**config.mk**
```make
export PLATFORM = sky130hd
export DESIGN_NAME = two_wire_master_rx
export DESIGN_NICKNAME = d
export VERILOG_FILES = /design/src/hw/two_wire_sync.v /design/src/hw/two_wire_axil.v /design/src/hw/two_wire_master_rx.v
export VERILOG_INCLUDE_DIRS = /design/src /design/src/include
export SDC_FILE = /design/constraint.sdc
export NUM_CORES = 1
export LEC_CHECK = 0
export ABC_AREA = 0
export BUFFER_PORTS_ARGS = -buffer_cell sky130_fd_sc_hd__buf_4
export CORE_ASPECT_RATIO = 1.4
export CORE_MARGIN = 1.5
export CORE_UTILIZATION = 49
export DETAILED_ROUTE_END_ITERATION = 12
export MAX_ROUTING_LAYER = met4
export PLACE_DENSITY = 0.73
export RECOVER_POWER = 100
export SYNTH_ARGS = -nofsm -noshare
export SYNTH_HDL_FRONTEND = slang
export SYNTH_SLANG_ARGS = --single-unit
```
**constraint.sdc**
```tcl
create_clock -name aclk -period 1.83 [get_ports aclk]
set_clock_uncertainty 0.05 [all_clocks]
set_input_delay 0.366 -clock aclk [delete_from_list [all_inputs] [get_ports aclk]]
set_output_delay 0.366 -clock aclk [all_outputs]
set_load 0.01 [all_outputs]
```
**src/include/two_wire_regs.vh**
```
// Register map, field positions, status codes and timing of the two-wire master receiver
// Function
// RL1: Enable, start and flag-write make the unit send START when bus free.
// RL2: After START goes out, set flag and report status 0x08.
// RL3: Software loads address-with-read, then writes flag one, enable one, start/stop zero.
// RL4: Writing one to flag clears it and runs the next bus action.
// RL5: After address-with-read and its ack slot, set flag, report 0x38/0x40/0x48.
// RL6: When flag is set after a received byte, data register holds it.
// RL7: Software clears acknowledge enable before the last byte to answer NACK.
// RL8: Flag one, stop one, start zero, enable one sends a STOP.
// RL9: Flag one, start one, stop zero gives repeated START, status 0x10.
// RL10: At 0x10, read address stays receiver; write address moves to transmitter.
// RL11: At 0x38, start zero releases bus; start one sends START when free.
// RL12: At 0x40, receive one byte, ACK or NACK per acknowledge enable.
// RL13: At 0x48, start gives repeated START, stop gives STOP, both STOP then START.
// RL14: At 0x50, receive another byte, answering per acknowledge enable.
// RL15: At 0x58, start/stop choose repeated START, STOP, or STOP then START.
// RL16: After sending a requested STOP, hardware clears the stop request bit.
// RL17: Every control write continuing a transfer keeps interface enable one.
// RL18: Repeated START keeps bus ownership between addresses and directions.
// RL19: Software masks prescaler bits of status to zero before comparing codes.
// RL20: Control bits 7..0: flag, ack enable, start, stop, collision, enable, reserved, irq enable.
// RL21: While flag is set, the unit holds the serial clock line low. The code releases the clock at status 0x38 with the flag set.
`ifndef TWO_WIRE_REGS_VH
`define TWO_WIRE_REGS_VH

// ****************************************
// Register byte offsets
// ****************************************
`define TW_CTRL_ADDR 4'h0
`define TW_STAT_ADDR 4'h4
`define TW_DATA_ADDR 4'h8
`define TW_IDX_CTRL 2'h0
`define TW_IDX_STAT 2'h1
`define TW_IDX_DATA 2'h2

// ****************************************
// Control fields
// ****************************************
`define TW_FLAG_BIT 7
`define TW_ACKEN_BIT 6
`define TW_STA_BIT 5
`define TW_STO_BIT 4
`define TW_WC_BIT 3
`define TW_EN_BIT 2
`define TW_IE_BIT 0

// ****************************************
// Reset values
// ****************************************
`define TW_CTRL_RESET 8'h00
`define TW_STAT_RESET 8'hf8
`define TW_DATA_RESET 8'hff

// ****************************************
// Status codes
// ****************************************
`define TW_ST_START 8'h08
`define TW_ST_RSTART 8'h10
`define TW_ST_AW_ACK 8'h18
`define TW_ST_AW_NACK 8'h20
`define TW_ST_DW_ACK 8'h28
`define TW_ST_DW_NACK 8'h30
`define TW_ST_ARB 8'h38
`define TW_ST_AR_ACK 8'h40
`define TW_ST_AR_NACK 8'h48
`define TW_ST_RX_ACK 8'h50
`define TW_ST_RX_NACK 8'h58

// ****************************************
// Timing
// ****************************************
`define TW_CLK_MHZ 10
`define TW_QUARTER_NS 200
`define TW_QUARTER_CYC ((`TW_QUARTER_NS * `TW_CLK_MHZ + 999) / 1000)

`endif

```
**src/hw/two_wire_sync.v**
```verilog
// Two-flop synchronisers for the serial bus pin inputs
`timescale 1ns/1ps
`default_nettype none

module two_wire_sync (
  // Clock and reset
  input wire aclk,
  input wire aresetn,
  // Pins in, synchronised out
  input wire [1:0] pin_in,
  output wire [1:0] pin_sync
);

  reg [1:0] meta_q;
  reg [1:0] sync_q;

  // ****************************************
  // Per-pin flop pairs
  // ****************************************
  genvar g;
  generate
    for (g = 0; g < 2; g = g + 1) begin : g_pin
      always @(posedge aclk) begin
        if (!aresetn) begin
          meta_q[g] <= 1'b1;
          sync_q[g] <= 1'b1;
        end else begin
          meta_q[g] <= pin_in[g];
          sync_q[g] <= meta_q[g];
        end
      end
    end
  endgenerate

  assign pin_sync = sync_q;

endmodule

`default_nettype wire

```
**src/hw/two_wire_axil.v**
```verilog
// AXI4-Lite slave front end for the two-wire register file
`timescale 1ns/1ps
`default_nettype none
`include "two_wire_regs.vh"

module two_wire_axil (
  // Clock and reset
  input wire aclk,
  input wire aresetn,
  // Write address and data
  input wire [3:0] s_axi_awaddr,
  input wire s_axi_awvalid,
  output wire s_axi_awready,
  input wire [31:0] s_axi_wdata,
  input wire [3:0] s_axi_wstrb,
  input wire s_axi_wvalid,
  output wire s_axi_wready,
  // Write response
  output wire [1:0] s_axi_bresp,
  output wire s_axi_bvalid,
  input wire s_axi_bready,
  // Read channels
  input wire [3:0] s_axi_araddr,
  input wire s_axi_arvalid,
  output wire s_axi_arready,
  output wire [31:0] s_axi_rdata,
  output wire [1:0] s_axi_rresp,
  output wire s_axi_rvalid,
  input wire s_axi_rready,
  // Register file side
  output wire wr_en,
  output wire [1:0] wr_idx,
  output wire [7:0] wr_data,
  output wire [1:0] rd_idx,
  input wire [7:0] rd_data
);

  reg aw_full_q;
  reg w_full_q;
  reg [3:0] aw_addr_q;
  reg [7:0] w_data_q;
  reg w_strb_q;
  reg bvalid_q;
  reg [1:0] bresp_q;
  reg rvalid_q;
  reg [1:0] rresp_q;
  reg [7:0] rdata_q;
  wire do_write;

  // ****************************************
  // Address decode
  // ****************************************
  function mapped;
    input [3:0] addr;
    begin
      mapped = (addr == `TW_CTRL_ADDR) || (addr == `TW_STAT_ADDR) ||
               (addr == `TW_DATA_ADDR);
    end
  endfunction

  assign s_axi_awready = !aw_full_q && !bvalid_q;
  assign s_axi_wready = !w_full_q && !bvalid_q;
  assign do_write = aw_full_q && w_full_q && !bvalid_q;
  assign wr_en = do_write && w_strb_q && mapped(aw_addr_q);
  assign wr_idx = aw_addr_q[3:2];
  assign wr_data = w_data_q;
  assign s_axi_bvalid = bvalid_q;
  assign s_axi_bresp = bresp_q;
  assign s_axi_arready = !rvalid_q;
  assign rd_idx = s_axi_araddr[3:2];
  assign s_axi_rvalid = rvalid_q;
  assign s_axi_rresp = rresp_q;
  assign s_axi_rdata = {24'h000000, rdata_q};

  // ****************************************
  // Write and read channels
  // ****************************************
  always @(posedge aclk) begin
    if (!aresetn) begin
      aw_full_q <= 1'b0;
      w_full_q <= 1'b0;
      aw_addr_q <= 4'h0;
      w_data_q <= 8'h00;
      w_strb_q <= 1'b0;
      bvalid_q <= 1'b0;
      bresp_q <= 2'h0;
      rvalid_q <= 1'b0;
      rresp_q <= 2'h0;
      rdata_q <= 8'h00;
    end else begin
      if (s_axi_awvalid && s_axi_awready) begin
        aw_full_q <= 1'b1;
        aw_addr_q <= s_axi_awaddr;
      end
      if (s_axi_wvalid && s_axi_wready) begin
        w_full_q <= 1'b1;
        w_data_q <= s_axi_wdata[7:0];
        w_strb_q <= s_axi_wstrb[0];
      end
      if (do_write) begin
        aw_full_q <= 1'b0;
        w_full_q <= 1'b0;
        bvalid_q <= 1'b1;
        bresp_q <= mapped(aw_addr_q) ? 2'h0 : 2'h2;
      end else if (s_axi_bready) begin
        bvalid_q <= 1'b0;
      end
      if (s_axi_arvalid && !rvalid_q) begin
        rvalid_q <= 1'b1;
        rresp_q <= mapped(s_axi_araddr) ? 2'h0 : 2'h2;
        rdata_q <= mapped(s_axi_araddr) ? rd_data : 8'h00;
      end else if (s_axi_rready) begin
        rvalid_q <= 1'b0;
      end
    end
  end

endmodule

`default_nettype wire

```
**src/hw/two_wire_master_rx.v**
```verilog
// Two-wire bus master with receiver mode, register file and bit engine
//
// Design decisions made here: the AXI4-Lite register port and the address map.
`timescale 1ns/1ps
`default_nettype none
`include "two_wire_regs.vh"

module two_wire_master_rx (
  // Clock and reset
  input wire aclk,
  input wire aresetn,
  // AXI4-Lite write
  input wire [3:0] s_axi_awaddr,
  input wire s_axi_awvalid,
  output wire s_axi_awready,
  input wire [31:0] s_axi_wdata,
  input wire [3:0] s_axi_wstrb,
  input wire s_axi_wvalid,
  output wire s_axi_wready,
  output wire [1:0] s_axi_bresp,
  output wire s_axi_bvalid,
  input wire s_axi_bready,
  // AXI4-Lite read
  input wire [3:0] s_axi_araddr,
  input wire s_axi_arvalid,
  output wire s_axi_arready,
  output wire [31:0] s_axi_rdata,
  output wire [1:0] s_axi_rresp,
  output wire s_axi_rvalid,
  input wire s_axi_rready,
  // Serial clock pin
  input wire scl_i,
  output wire scl_o,
  output wire scl_oe,
  // Serial data pin
  input wire sda_i,
  output wire sda_o,
  output wire sda_oe
);

  // ****************************************
  // States and timing
  // ****************************************
  localparam [4:0] ST_IDLE = 5'b00001;
  localparam [4:0] ST_START = 5'b00010;
  localparam [4:0] ST_BIT = 5'b00100;
  localparam [4:0] ST_STOP = 5'b01000;
  localparam [4:0] ST_WAIT = 5'b10000;
  localparam integer QCYC = `TW_QUARTER_CYC;
  localparam [2:0] QLAST = QCYC[2:0] - 3'd1;

  wire wr_en;
  wire [1:0] wr_idx;
  wire [7:0] wr_data;
  wire [1:0] rd_idx;
  reg [7:0] rd_data;
  wire [1:0] pin_s;
  wire scl_s;
  wire sda_s;

  reg flag_q;
  reg ack_en_q;
  reg sta_q;
  reg sto_q;
  reg wc_q;
  reg en_q;
  reg ie_q;
  reg [7:0] status_q;
  reg [7:0] data_q;

  reg [4:0] st_q;
  reg [1:0] ph_q;
  reg [2:0] tq_q;
  reg [3:0] bit_q;
  reg [7:0] sh_q;
  reg tx_q;
  reg addr_q;
  reg rd_q;
  reg ack_q;
  reg own_q;
  reg busy_q;
  reg sda_prev_q;
  reg scl_low_q;
  reg sda_low_q;

  wire go;
  wire step;
  wire bit_val;
  wire [1:0] kind;

  // ****************************************
  // Sub-blocks
  // ****************************************
  two_wire_axil u_axil (
    .aclk(aclk),
    .aresetn(aresetn),
    .s_axi_awaddr(s_axi_awaddr),
    .s_axi_awvalid(s_axi_awvalid),
    .s_axi_awready(s_axi_awready),
    .s_axi_wdata(s_axi_wdata),
    .s_axi_wstrb(s_axi_wstrb),
    .s_axi_wvalid(s_axi_wvalid),
    .s_axi_wready(s_axi_wready),
    .s_axi_bresp(s_axi_bresp),
    .s_axi_bvalid(s_axi_bvalid),
    .s_axi_bready(s_axi_bready),
    .s_axi_araddr(s_axi_araddr),
    .s_axi_arvalid(s_axi_arvalid),
    .s_axi_arready(s_axi_arready),
    .s_axi_rdata(s_axi_rdata),
    .s_axi_rresp(s_axi_rresp),
    .s_axi_rvalid(s_axi_rvalid),
    .s_axi_rready(s_axi_rready),
    .wr_en(wr_en),
    .wr_idx(wr_idx),
    .wr_data(wr_data),
    .rd_idx(rd_idx),
    .rd_data(rd_data)
  );

  two_wire_sync u_sync (
    .aclk(aclk),
    .aresetn(aresetn),
    .pin_in({scl_i, sda_i}),
    .pin_sync(pin_s)
  );

  assign scl_s = pin_s[1];
  assign sda_s = pin_s[0];

  // ****************************************
  // Pin drive, open drain
  // ****************************************
  // RL21: clock held low
  assign scl_o = 1'b0;
  assign scl_oe = scl_low_q;
  assign sda_o = 1'b0;
  assign sda_oe = sda_low_q;

  // ****************************************
  // Next action decode
  // ****************************************
  function [1:0] code_kind;
    input [7:0] code;
    begin
      case (code)
        `TW_ST_START, `TW_ST_RSTART, `TW_ST_AW_ACK, `TW_ST_AW_NACK,
        `TW_ST_DW_ACK, `TW_ST_DW_NACK: code_kind = 2'b01;
        `TW_ST_AR_ACK, `TW_ST_RX_ACK: code_kind = 2'b10;
        default: code_kind = 2'b00;
      endcase
    end
  endfunction

  // RL4: flag clear runs engine
  assign go = en_q && !flag_q;
  assign kind = code_kind(status_q);
  // Clock stretch: count only once released clock reads high
  assign step = (tq_q == QLAST) && (scl_low_q || scl_s);
  // RL12: ack per enable
  assign bit_val = tx_q ? ((bit_q == 4'd8) ? 1'b1 : sh_q[7])
                        : ((bit_q == 4'd8) ? !ack_en_q : 1'b1);

  // ****************************************
  // Register read mux
  // ****************************************
  // RL20: control layout
  always @* begin
    case (rd_idx)
      `TW_IDX_CTRL: rd_data = {flag_q, ack_en_q, sta_q, sto_q, wc_q, en_q, 1'b0, ie_q};
      `TW_IDX_STAT: rd_data = {status_q[7:3], 3'b000};
      `TW_IDX_DATA: rd_data = data_q;
      default: rd_data = 8'h00;
    endcase
  end

  // ****************************************
  // Registers and bus engine
  // ****************************************
  always @(posedge aclk) begin
    if (!aresetn) begin
      flag_q <= 1'b0;
      ack_en_q <= 1'b0;
      sta_q <= 1'b0;
      sto_q <= 1'b0;
      wc_q <= 1'b0;
      en_q <= 1'b0;
      ie_q <= 1'b0;
      status_q <= `TW_STAT_RESET;
      data_q <= `TW_DATA_RESET;
      st_q <= ST_IDLE;
      ph_q <= 2'd0;
      tq_q <= 3'd0;
      bit_q <= 4'd0;
      sh_q <= 8'h00;
      tx_q <= 1'b0;
      addr_q <= 1'b0;
      rd_q <= 1'b0;
      ack_q <= 1'b0;
      own_q <= 1'b0;
      busy_q <= 1'b0;
      sda_prev_q <= 1'b1;
      scl_low_q <= 1'b0;
      sda_low_q <= 1'b0;
    end else begin
      // Bus free tracking from START and STOP edges
      sda_prev_q <= sda_s;
      if (scl_s && sda_prev_q && !sda_s) begin
        busy_q <= 1'b1;
      end else if (scl_s && !sda_prev_q && sda_s) begin
        busy_q <= 1'b0;
      end
      // RL4: software writes
      if (wr_en && wr_idx == `TW_IDX_CTRL) begin
        if (wr_data[`TW_FLAG_BIT]) begin
          flag_q <= 1'b0;
        end
        ack_en_q <= wr_data[`TW_ACKEN_BIT];
        sta_q <= wr_data[`TW_STA_BIT];
        sto_q <= wr_data[`TW_STO_BIT];
        en_q <= wr_data[`TW_EN_BIT];
        ie_q <= wr_data[`TW_IE_BIT];
      end
      if (wr_en && wr_idx == `TW_IDX_DATA) begin
        if (flag_q) begin
          data_q <= wr_data;
          wc_q <= 1'b0;
        end else begin
          wc_q <= 1'b1;
        end
      end
      // Quarter-period timer
      if (st_q == ST_IDLE || st_q == ST_WAIT || step || !(scl_low_q || scl_s)) begin
        tq_q <= 3'd0;
      end else begin
        tq_q <= tq_q + 3'd1;
      end
      if (step) begin
        ph_q <= ph_q + 2'd1;
      end
      case (st_q)
        ST_IDLE: begin
          ph_q <= 2'd0;
          // RL1: start when bus free
          if (go && sta_q && !busy_q) begin
            st_q <= ST_START;
          end else if (go && sto_q) begin
            sto_q <= 1'b0;
          end
        end
        ST_WAIT: begin
          ph_q <= 2'd0;
          if (go) begin
            if (sto_q) begin
              // RL8: stop request
              st_q <= ST_STOP;
            end else if (sta_q) begin
              // RL9: repeated start
              st_q <= ST_START;
            end else if (kind != 2'b00) begin
              // RL14: next byte
              st_q <= ST_BIT;
              bit_q <= 4'd0;
              tx_q <= kind[0];
              sh_q <= data_q;
              addr_q <= (status_q == `TW_ST_START) || (status_q == `TW_ST_RSTART);
              // RL10: direction from address
              if ((status_q == `TW_ST_START) || (status_q == `TW_ST_RSTART)) begin
                rd_q <= data_q[0];
              end
            end
          end
        end
        ST_START: begin
          if (step) begin
            case (ph_q)
              2'd0: sda_low_q <= 1'b0;
              2'd1: scl_low_q <= 1'b0;
              2'd2: sda_low_q <= 1'b1;
              default: begin
                scl_low_q <= 1'b1;
                st_q <= ST_WAIT;
                flag_q <= 1'b1;
                // RL2: start status
                // RL18: ownership kept
                status_q <= own_q ? `TW_ST_RSTART : `TW_ST_START;
                own_q <= 1'b1;
              end
            endcase
          end
        end
        ST_STOP: begin
          if (step) begin
            case (ph_q)
              2'd0: sda_low_q <= 1'b1;
              2'd1: scl_low_q <= 1'b0;
              2'd2: sda_low_q <= 1'b0;
              default: begin
                // RL16: stop bit cleared
                // RL13: start may follow
                sto_q <= 1'b0;
                own_q <= 1'b0;
                st_q <= ST_IDLE;
              end
            endcase
          end
        end
        ST_BIT: begin
          if (step) begin
            case (ph_q)
              2'd0: sda_low_q <= !bit_val;
              2'd1: scl_low_q <= 1'b0;
              2'd2: begin
                if (!sda_low_q && !sda_s && (tx_q ? bit_q != 4'd8 : bit_q == 4'd8)) begin
                  // RL11: arbitration lost
                  st_q <= ST_IDLE;
                  flag_q <= 1'b1;
                  status_q <= `TW_ST_ARB;
                  own_q <= 1'b0;
                  scl_low_q <= 1'b0;
                  sda_low_q <= 1'b0;
                end else if (bit_q == 4'd8) begin
                  ack_q <= !sda_s;
                end else begin
                  sh_q <= {sh_q[6:0], sda_s};
                end
              end
              default: begin
                scl_low_q <= 1'b1;
                if (bit_q == 4'd8) begin
                  st_q <= ST_WAIT;
                  flag_q <= 1'b1;
                  // RL6: byte ready with flag
                  if (!tx_q) begin
                    data_q <= sh_q;
                  end
                  // RL5: address status
                  // RL15: nack status
                  if (!tx_q) begin
                    status_q <= ack_q ? `TW_ST_RX_ACK : `TW_ST_RX_NACK;
                  end else if (addr_q && rd_q) begin
                    status_q <= ack_q ? `TW_ST_AR_ACK : `TW_ST_AR_NACK;
                  end else if (addr_q) begin
                    status_q <= ack_q ? `TW_ST_AW_ACK : `TW_ST_AW_NACK;
                  end else begin
                    status_q <= ack_q ? `TW_ST_DW_ACK : `TW_ST_DW_NACK;
                  end
                end else begin
                  bit_q <= bit_q + 4'd1;
                end
              end
            endcase
          end
        end
        default: begin
          st_q <= ST_IDLE;
        end
      endcase
      // Disabled unit lets go of the bus
      if (!en_q) begin
        st_q <= ST_IDLE;
        own_q <= 1'b0;
        scl_low_q <= 1'b0;
        sda_low_q <= 1'b0;
      end
    end
  end

endmodule

`default_nettype wire

```
; Word-level counts from Yosys, hierarchy flattened
; Index checks and enable logic that the tools add are counted.
[totals]
register_bits = 87
latchBits = 0
ramBits = 0
rom_bits = 0
inputBits = 53
elab_cells = 275
n_memories = 0
[op_classes]
n_addsub = 3
multipliers = 0
n_div = 0
n_lt_le_gt_ge = 0
eq_ne = 50
n_shift = 0
n_mux = 106
bitwise = 4
n_reduce_logical = 75
[ops]
columns = op, n
row1 = $mux 8, 21
row2 = $mux 5, 14
row3 = $pmux 8 s2, 3
row4 = $mux 1, 37
row5 = $mux 4, 9
row6 = $ne 2x2->1 const B, 17
row7 = $reduce_and 8->1, 4
row8 = $pmux 5 s5, 1
row9 = $eq 8x6->1 const B, 3
row10 = $pmux 8 s3, 1
row11 = $logic_and 1x1->1, 23
row12 = $eq 8x5->1 const B, 2
row13 = $eq 8x7->1 const B, 2
row14 = $ne 3x3->1 const B, 5
row15 = $mux 7, 2
row16 = $pmux 1 s2, 7
row17 = $eq 4x4->1 const B, 3
row18 = $logic_not 1->1, 12
row19 = $mux 6, 2
row20 = $pmux 1 s3, 4
row21 = $reduce_bool 2->1, 6
row22 = $reduce_and 11->1, 1
row23 = $pmux 5 s2, 1
row24 = $reduce_and 5->1, 2
row25 = other kinds (31), 56

; Logic depth before layout (Yosys ltp)
[logic_depth]
ltp_word = 11
mapped_depth = 8
depth_no_buf = 7

; Hierarchy
; Synthesis repeated with hierarchy kept, for this count alone.
[hier_totals]
hier_cells = 576
area_unflattened_um2 = 4670.7
[modules_own_cells]
columns = module, n_inst, cells_each, area_each_um2, seq_area_each_um2
row1 = two_wire_master_rx, 1, 414, 3256.9, 1021.0
row2 = two_wire_axil, 1, 154, 1308.8, 540.5
row3 = two_wire_sync, 1, 8, 105.1, 80.1

; Least setup slack after synthesis
; OpenSTA, ideal clock, no wires.
[synth_path]
path_type = register to register
start = register ph_q[0]
end = register status_q[6]
arrival_time_ps = 1781
t_required_ps = 1718
setup_slack_ps = -63
path_stages_with_launch = 8
period_less_slack_ps = 1893
path_cell_list = dfxtp_1 -> inv_1 -> ha_1 -> nor4bb_1 -> nand4_1 -> o211a_1 -> or4_1 -> nand3_1
[synth_via]
elab_chain_cells = 5
elab_cells_between_ends = 13
classes_between = 6 x eq/ne / 3 x mux / 4 x reduce/logical
[synth_lines]
columns = item, line_no
row1 = start: declaration, two_wire_master_rx.v:72  ; reg [1:0] ph_q;
row2 = start signal: assignment, two_wire_master_rx.v:239  ; ph_q <= ph_q + 2'd1;
row3 = $eq 2x1->1 / $logic_not 2->1 (equally long branches), "two_wire_master_rx.v:276, two_wire_master_rx.v:310"
row4 = $reduce_or 2->1 (no source line), n/a
row5 = $pmux 8 s2, two_wire_master_rx.v:310  ; case (ph_q)
row6 = $mux 8, two_wire_master_rx.v:309  ; if (step) begin
row7 = $pmux 8 s2, two_wire_master_rx.v:241  ; case (st_q)
row8 = end signal: assignment, two_wire_master_rx.v:318  ; status_q <= `TW_ST_ARB;
row9 = end signal: assignment, two_wire_master_rx.v:340  ; status_q <= ack_q ? `TW_ST_RX_ACK : `TW_ST_RX_NACK;
row10 = end signal: assignment, two_wire_master_rx.v:342  ; status_q <= ack_q ? `TW_ST_AR_ACK : `TW_ST_AR_NACK;
row11 = end: declaration, two_wire_master_rx.v:68  ; reg [7:0] status_q;
; Several ways; a longest one is shown, not always the timed one. The select of a mux whose other input is x is not followed.
; A chain may end at the register's enable or synchronous reset.

; Final worst setup path
[layout_path]
start = register st_q[1]
end = register bit_q[3]
[layout_via]
elab_chain_cells = 3
elab_cells_between_ends = 12
classes_between = 9 x eq/ne / 1 x mux / 2 x reduce/logical
[layout_lines]
columns = item, line_no
row1 = start: declaration, two_wire_master_rx.v:71  ; reg [4:0] st_q;
row2 = start signal: assignment, two_wire_master_rx.v:191  ; st_q <= ST_IDLE;
row3 = start signal: assignment, two_wire_master_rx.v:246  ; st_q <= ST_START;
row4 = start signal: assignment, two_wire_master_rx.v:256  ; st_q <= ST_STOP;
row5 = $eq 5x3->1 / $eq 5x5->1 (equally long branches), two_wire_master_rx.v:241
row6 = $ne 2x2->1 (no source line) (tied with other cells), n/a
row7 = $reduce_and 8->1 (no source line), n/a
row8 = end signal: assignment, two_wire_master_rx.v:349  ; bit_q <= bit_q + 4'd1;
row9 = end: declaration, two_wire_master_rx.v:74  ; reg [3:0] bit_q;
; Several ways; a longest one is shown, not always the timed one.

==> metrics.md <==
| Metric | Value |
|---|---|
| Die area | 9337 um2 |
| Relative slew slack | 16.16% |
| Synth Cell Area | 4292 um2 |
| Cts bufs inserted | 9 |
| Reg2reg end | bit_q[3] |
| Fmax | 0.4919 GHz |
| Compound-cell area share of the yosys netlist | 21.46% |
| Antenna Diode Count | 0 |
| Finished Cell Area | 6016 um2 |
| Net Sw Power | 0.9220 mW |
| Vias in the first global route | 4163 |
| Outcome | finished with violations |
| MaxCap Viol Count | 0 |
| Initial antenna violation count | 0 |
| Worst Path Required | 2010 ps |
| # IOs | 98 |
| Endpoint class of the critical path | flop |
| Clock Tree Buf Depth | 2 |
| Clock latency on the worst-skew pair | 340 ps |
| Synth Instances | 511 |
| Crit path max fanout | 4 |
| Synth Area in Adders | 2.624% |
| Min-delay src | s_axi_rready |
| Largest net degree at the start of global routing | 31 |
| Crit path setup slack, layout | -203.0 ps |
| Final HPWL DP | 8392 um |
| Seq/Total Area, Yosys | 38.25% |
| Hold WS | 160.9 ps |
| Port Buf Inserts | 42 |
| Initial Util | 50.15% |
| #FFs+latches synth | 82 |
| Worst Hold Class | input pin to flop |
| Unrepaired setup endpoints after global routing | yes |
| Fin nets | 697 |
| Reg2reg path depth | 5 |
| Global-route wire length before repair | 19040 um |
| Worst setup endpoint | bit_q[3] |
| CP top delay family | simple AND/OR/NAND/NOR gates |
| Post-Synth XOR/XNOR Area | 1.429% |
| Pwr/cell area | 677.2 nW/um2 |
| Largest stage delay, worst path | 490 ps |
| Die X | 82.10 um |
| Cts hold-fix bufs | 0 |
| Share of cells above drive strength 1 | 35.99% |
| Worst-Margin Slew | 1258 ps |
| Crit share post-route | 111.1% |
| Via density | 5.878 |
| CTS tree | yes |
| Comb pwr share | 6.7% |
| DRC Markers | 0 |
| Final hold viol count | 0 |
| Largest family of logic cells by synthesized area | simple AND/OR/NAND/NOR gates |
| Clock power frac | 47.8% |
| Sink Count | 82 |
| Max-slew violations | 0 |
| Routability cong. | 0.9328 |
| Pre-antenna DRT Iters | 5 |
| Die Height | 113.7 um |
| Sw Ratio | 22.63% |
| Worst Setup Start Kind | flop |
| Most used DFF post-synth | dfxtp_1 |
| Arrival time worst endpoint | 2210 ps |
| Post-synthesis simple-gate area fraction | 22.83% |
| Ys async rst share | 0% |
| Synth warnings | 0 |
| Post-synth EDFFs | 0 |
| Int Pwr | 3.152 mW |
| Placed Area | 5155 um2 |
| Syn Area/Cell | 8.398 um2 |
| Proportion of synthesized area in mux cells | 4.257% |
| WL per Instance | 16.86 um |
| R2r setup slk | -200 ps |
| Levels on crit path | 5 |
| Post-synth cell types | 66 |
| H-tree levels | 3 |
| Worst path cell trace | or3_4, or4_1, a2111o_1, nand2_2, a21oi_1 |
| Buf/Inv on CP | 0 |
| Via Count | 4373 |
| Clk slew on worst S/H paths | 60 ps |
| Global route overflow | 0 |
| VDD IR max | 0.0005554 V |
| Finish-stage setup viols | 29 |
| Critical R2R Launch | st_q[1] |
| Core area | 8558 um2 |
| Critical-path top delay cell | or4_1 |
| Leakage power | 2.347 nW |
| Post-route ant nets | 0 |
| Initial DRC Count | 361 |
| Failing checks | negative setup slack |
| P&R area growth vs syn | 40.17% |
| Root Buffer | clkbuf_16 |
| CP startpoint | st_q[1] |
| Sequential share of power | 45.5% |
| Tmin final | 2033 ps |
| Site Rows | 40 |
| WS Path Type | flop to flop |
| WL final | 12540 um |
| Total track usage | 27.35% |
-- area by class of cell --
class,instances,area [um2]
Clock buffer,10,239.0
Inverter,24,92.59
Sequential cell,82,1659
Clock inverter,5,78.83
Tap cell,105,131.4
Multi-Input combinational cell,384,2844
Timing Repair Buffer,134,970.9
Fill cell,657,2542
-- through the flow --
stage	TNS, ps	power [mW]	std cells	util, %	setup slack (ps)
after floorplan	-64.61	2.097	538	-	-19.23
after global placement	-3320	2.168	716	60.23	-203.9
after detailed placement	-4074	2.177	716	60.23	-207.5
after CTS	-1025	4.104	738	67.73	-141.4
after global routing	-3971	4.206	744	70.29	-218.2
final	-2817	4.074	744	70.29	-203.0
-- sequential cells by signal, summed over array words and instances (netlist names), 4 cells and up --
name,count
data_q,8
sh_q,8
u_axil.rdata_q,8
u_axil.wr_data,8
st_q,5
status_q,5
bit_q,4
u_axil.aw_addr_q,4
-- worst min-delay path by stage --
stage,depth (start not counted),endpoint
after floorplan,1,u_sync.pin_sync[0]
after global placement,1,u_sync.pin_sync[0]
after detailed placement,1,u_sync.pin_sync[0]
after CTS,2,u_sync.meta_q[0]
after global routing,2,u_axil.s_axi_rvalid
final,2,u_axil.s_axi_rvalid
-- cells by family after synthesis --
group                    Yosys count
AND/OR/NAND/NOR                  182
AO/OA/AOI/OAI                    139
flip-flops                        82
buffers and inverters             73
multiplexers                      18
adder cells (fa/ha/maj)            9
XOR/XNOR                           7
other                              1
-- cells in the mapped netlist (4+ instances only) --
master,n,share of area (%)
buf_2,8,0.93
nor3_1,6,0.70
ha_1,9,2.6
o311ai_0,4,0.82
o22ai_1,9,1.3
or4_1,6,1.0
o211ai_1,4,0.70
nand3_1,11,1.3
nor2b_1,5,0.73
a21oi_1,36,4.2
and2_1,5,0.73
and3_1,4,0.58
nand2b_1,13,1.9
a211o_1,4,0.82
inv_1,23,2.0
nand3b_1,4,0.70
clkbuf_1,13,1.1
nor4_1,4,0.58
buf_4,28,4.9
dfxtp_1,82,38
nand4_1,6,0.87
nor2_1,54,4.7
mux2i_1,16,3.7
a211oi_1,7,1.2
a221oi_1,13,2.7
a21boi_0,4,0.70
nand2_1,41,3.6
a22oi_1,8,1.4
xnor2_1,5,1.0
o21ai_0,27,3.1
-- per-layer routing --
metal  share of wire, %  GRT usage [%]  vias to the layer above
met2                 55          47.43                      216
met1                 36          27.63                     2055
met5                  0              -                        -
met4                4.4          15.48                        0
met3                5.5          5.920                       52
li1                   -              -                     2050
-- power groups by stage --
stage / combinational [mW] / sequential, mW / clock [mW]
after floorplan: 0.207 / 1.89 / 0
after global placement: 0.277 / 1.89 / 0
after detailed placement: 0.284 / 1.89 / 0
after CTS: 0.287 / 1.85 / 1.96
after global routing: 0.308 / 1.86 / 2.04
final: 0.275 / 1.85 / 1.95
-- repair_timing --
item	CTS	global route
pin swaps	21	37
setup buffers	7	7
gates cloned	0	1
gates resized for setup	69	69
endpoints found under the setup margin	34	37
-- cells in the final DEF (no fill, tap or decap), types with 5 or more instances in the layout --
cell / n
a21oi_1: 34
a221oi_2: 10
a22oi_1: 7
and2_1: 5
buf_4: 94
buf_6: 9
clkbuf_1: 21
clkbuf_16: 9
conb_1: 28
dfxtp_1: 70
dfxtp_2: 11
inv_1: 19
mux2i_1: 16
nand2_1: 39
nand2b_1: 12
nand3_1: 8
nand4_1: 6
nor2_1: 44
nor2_2: 5
nor2_4: 6
nor3_1: 6
nor4_4: 5
o21ai_0: 14
o21ai_1: 10
o22ai_1: 7
(Power assumes the default switching activity.)
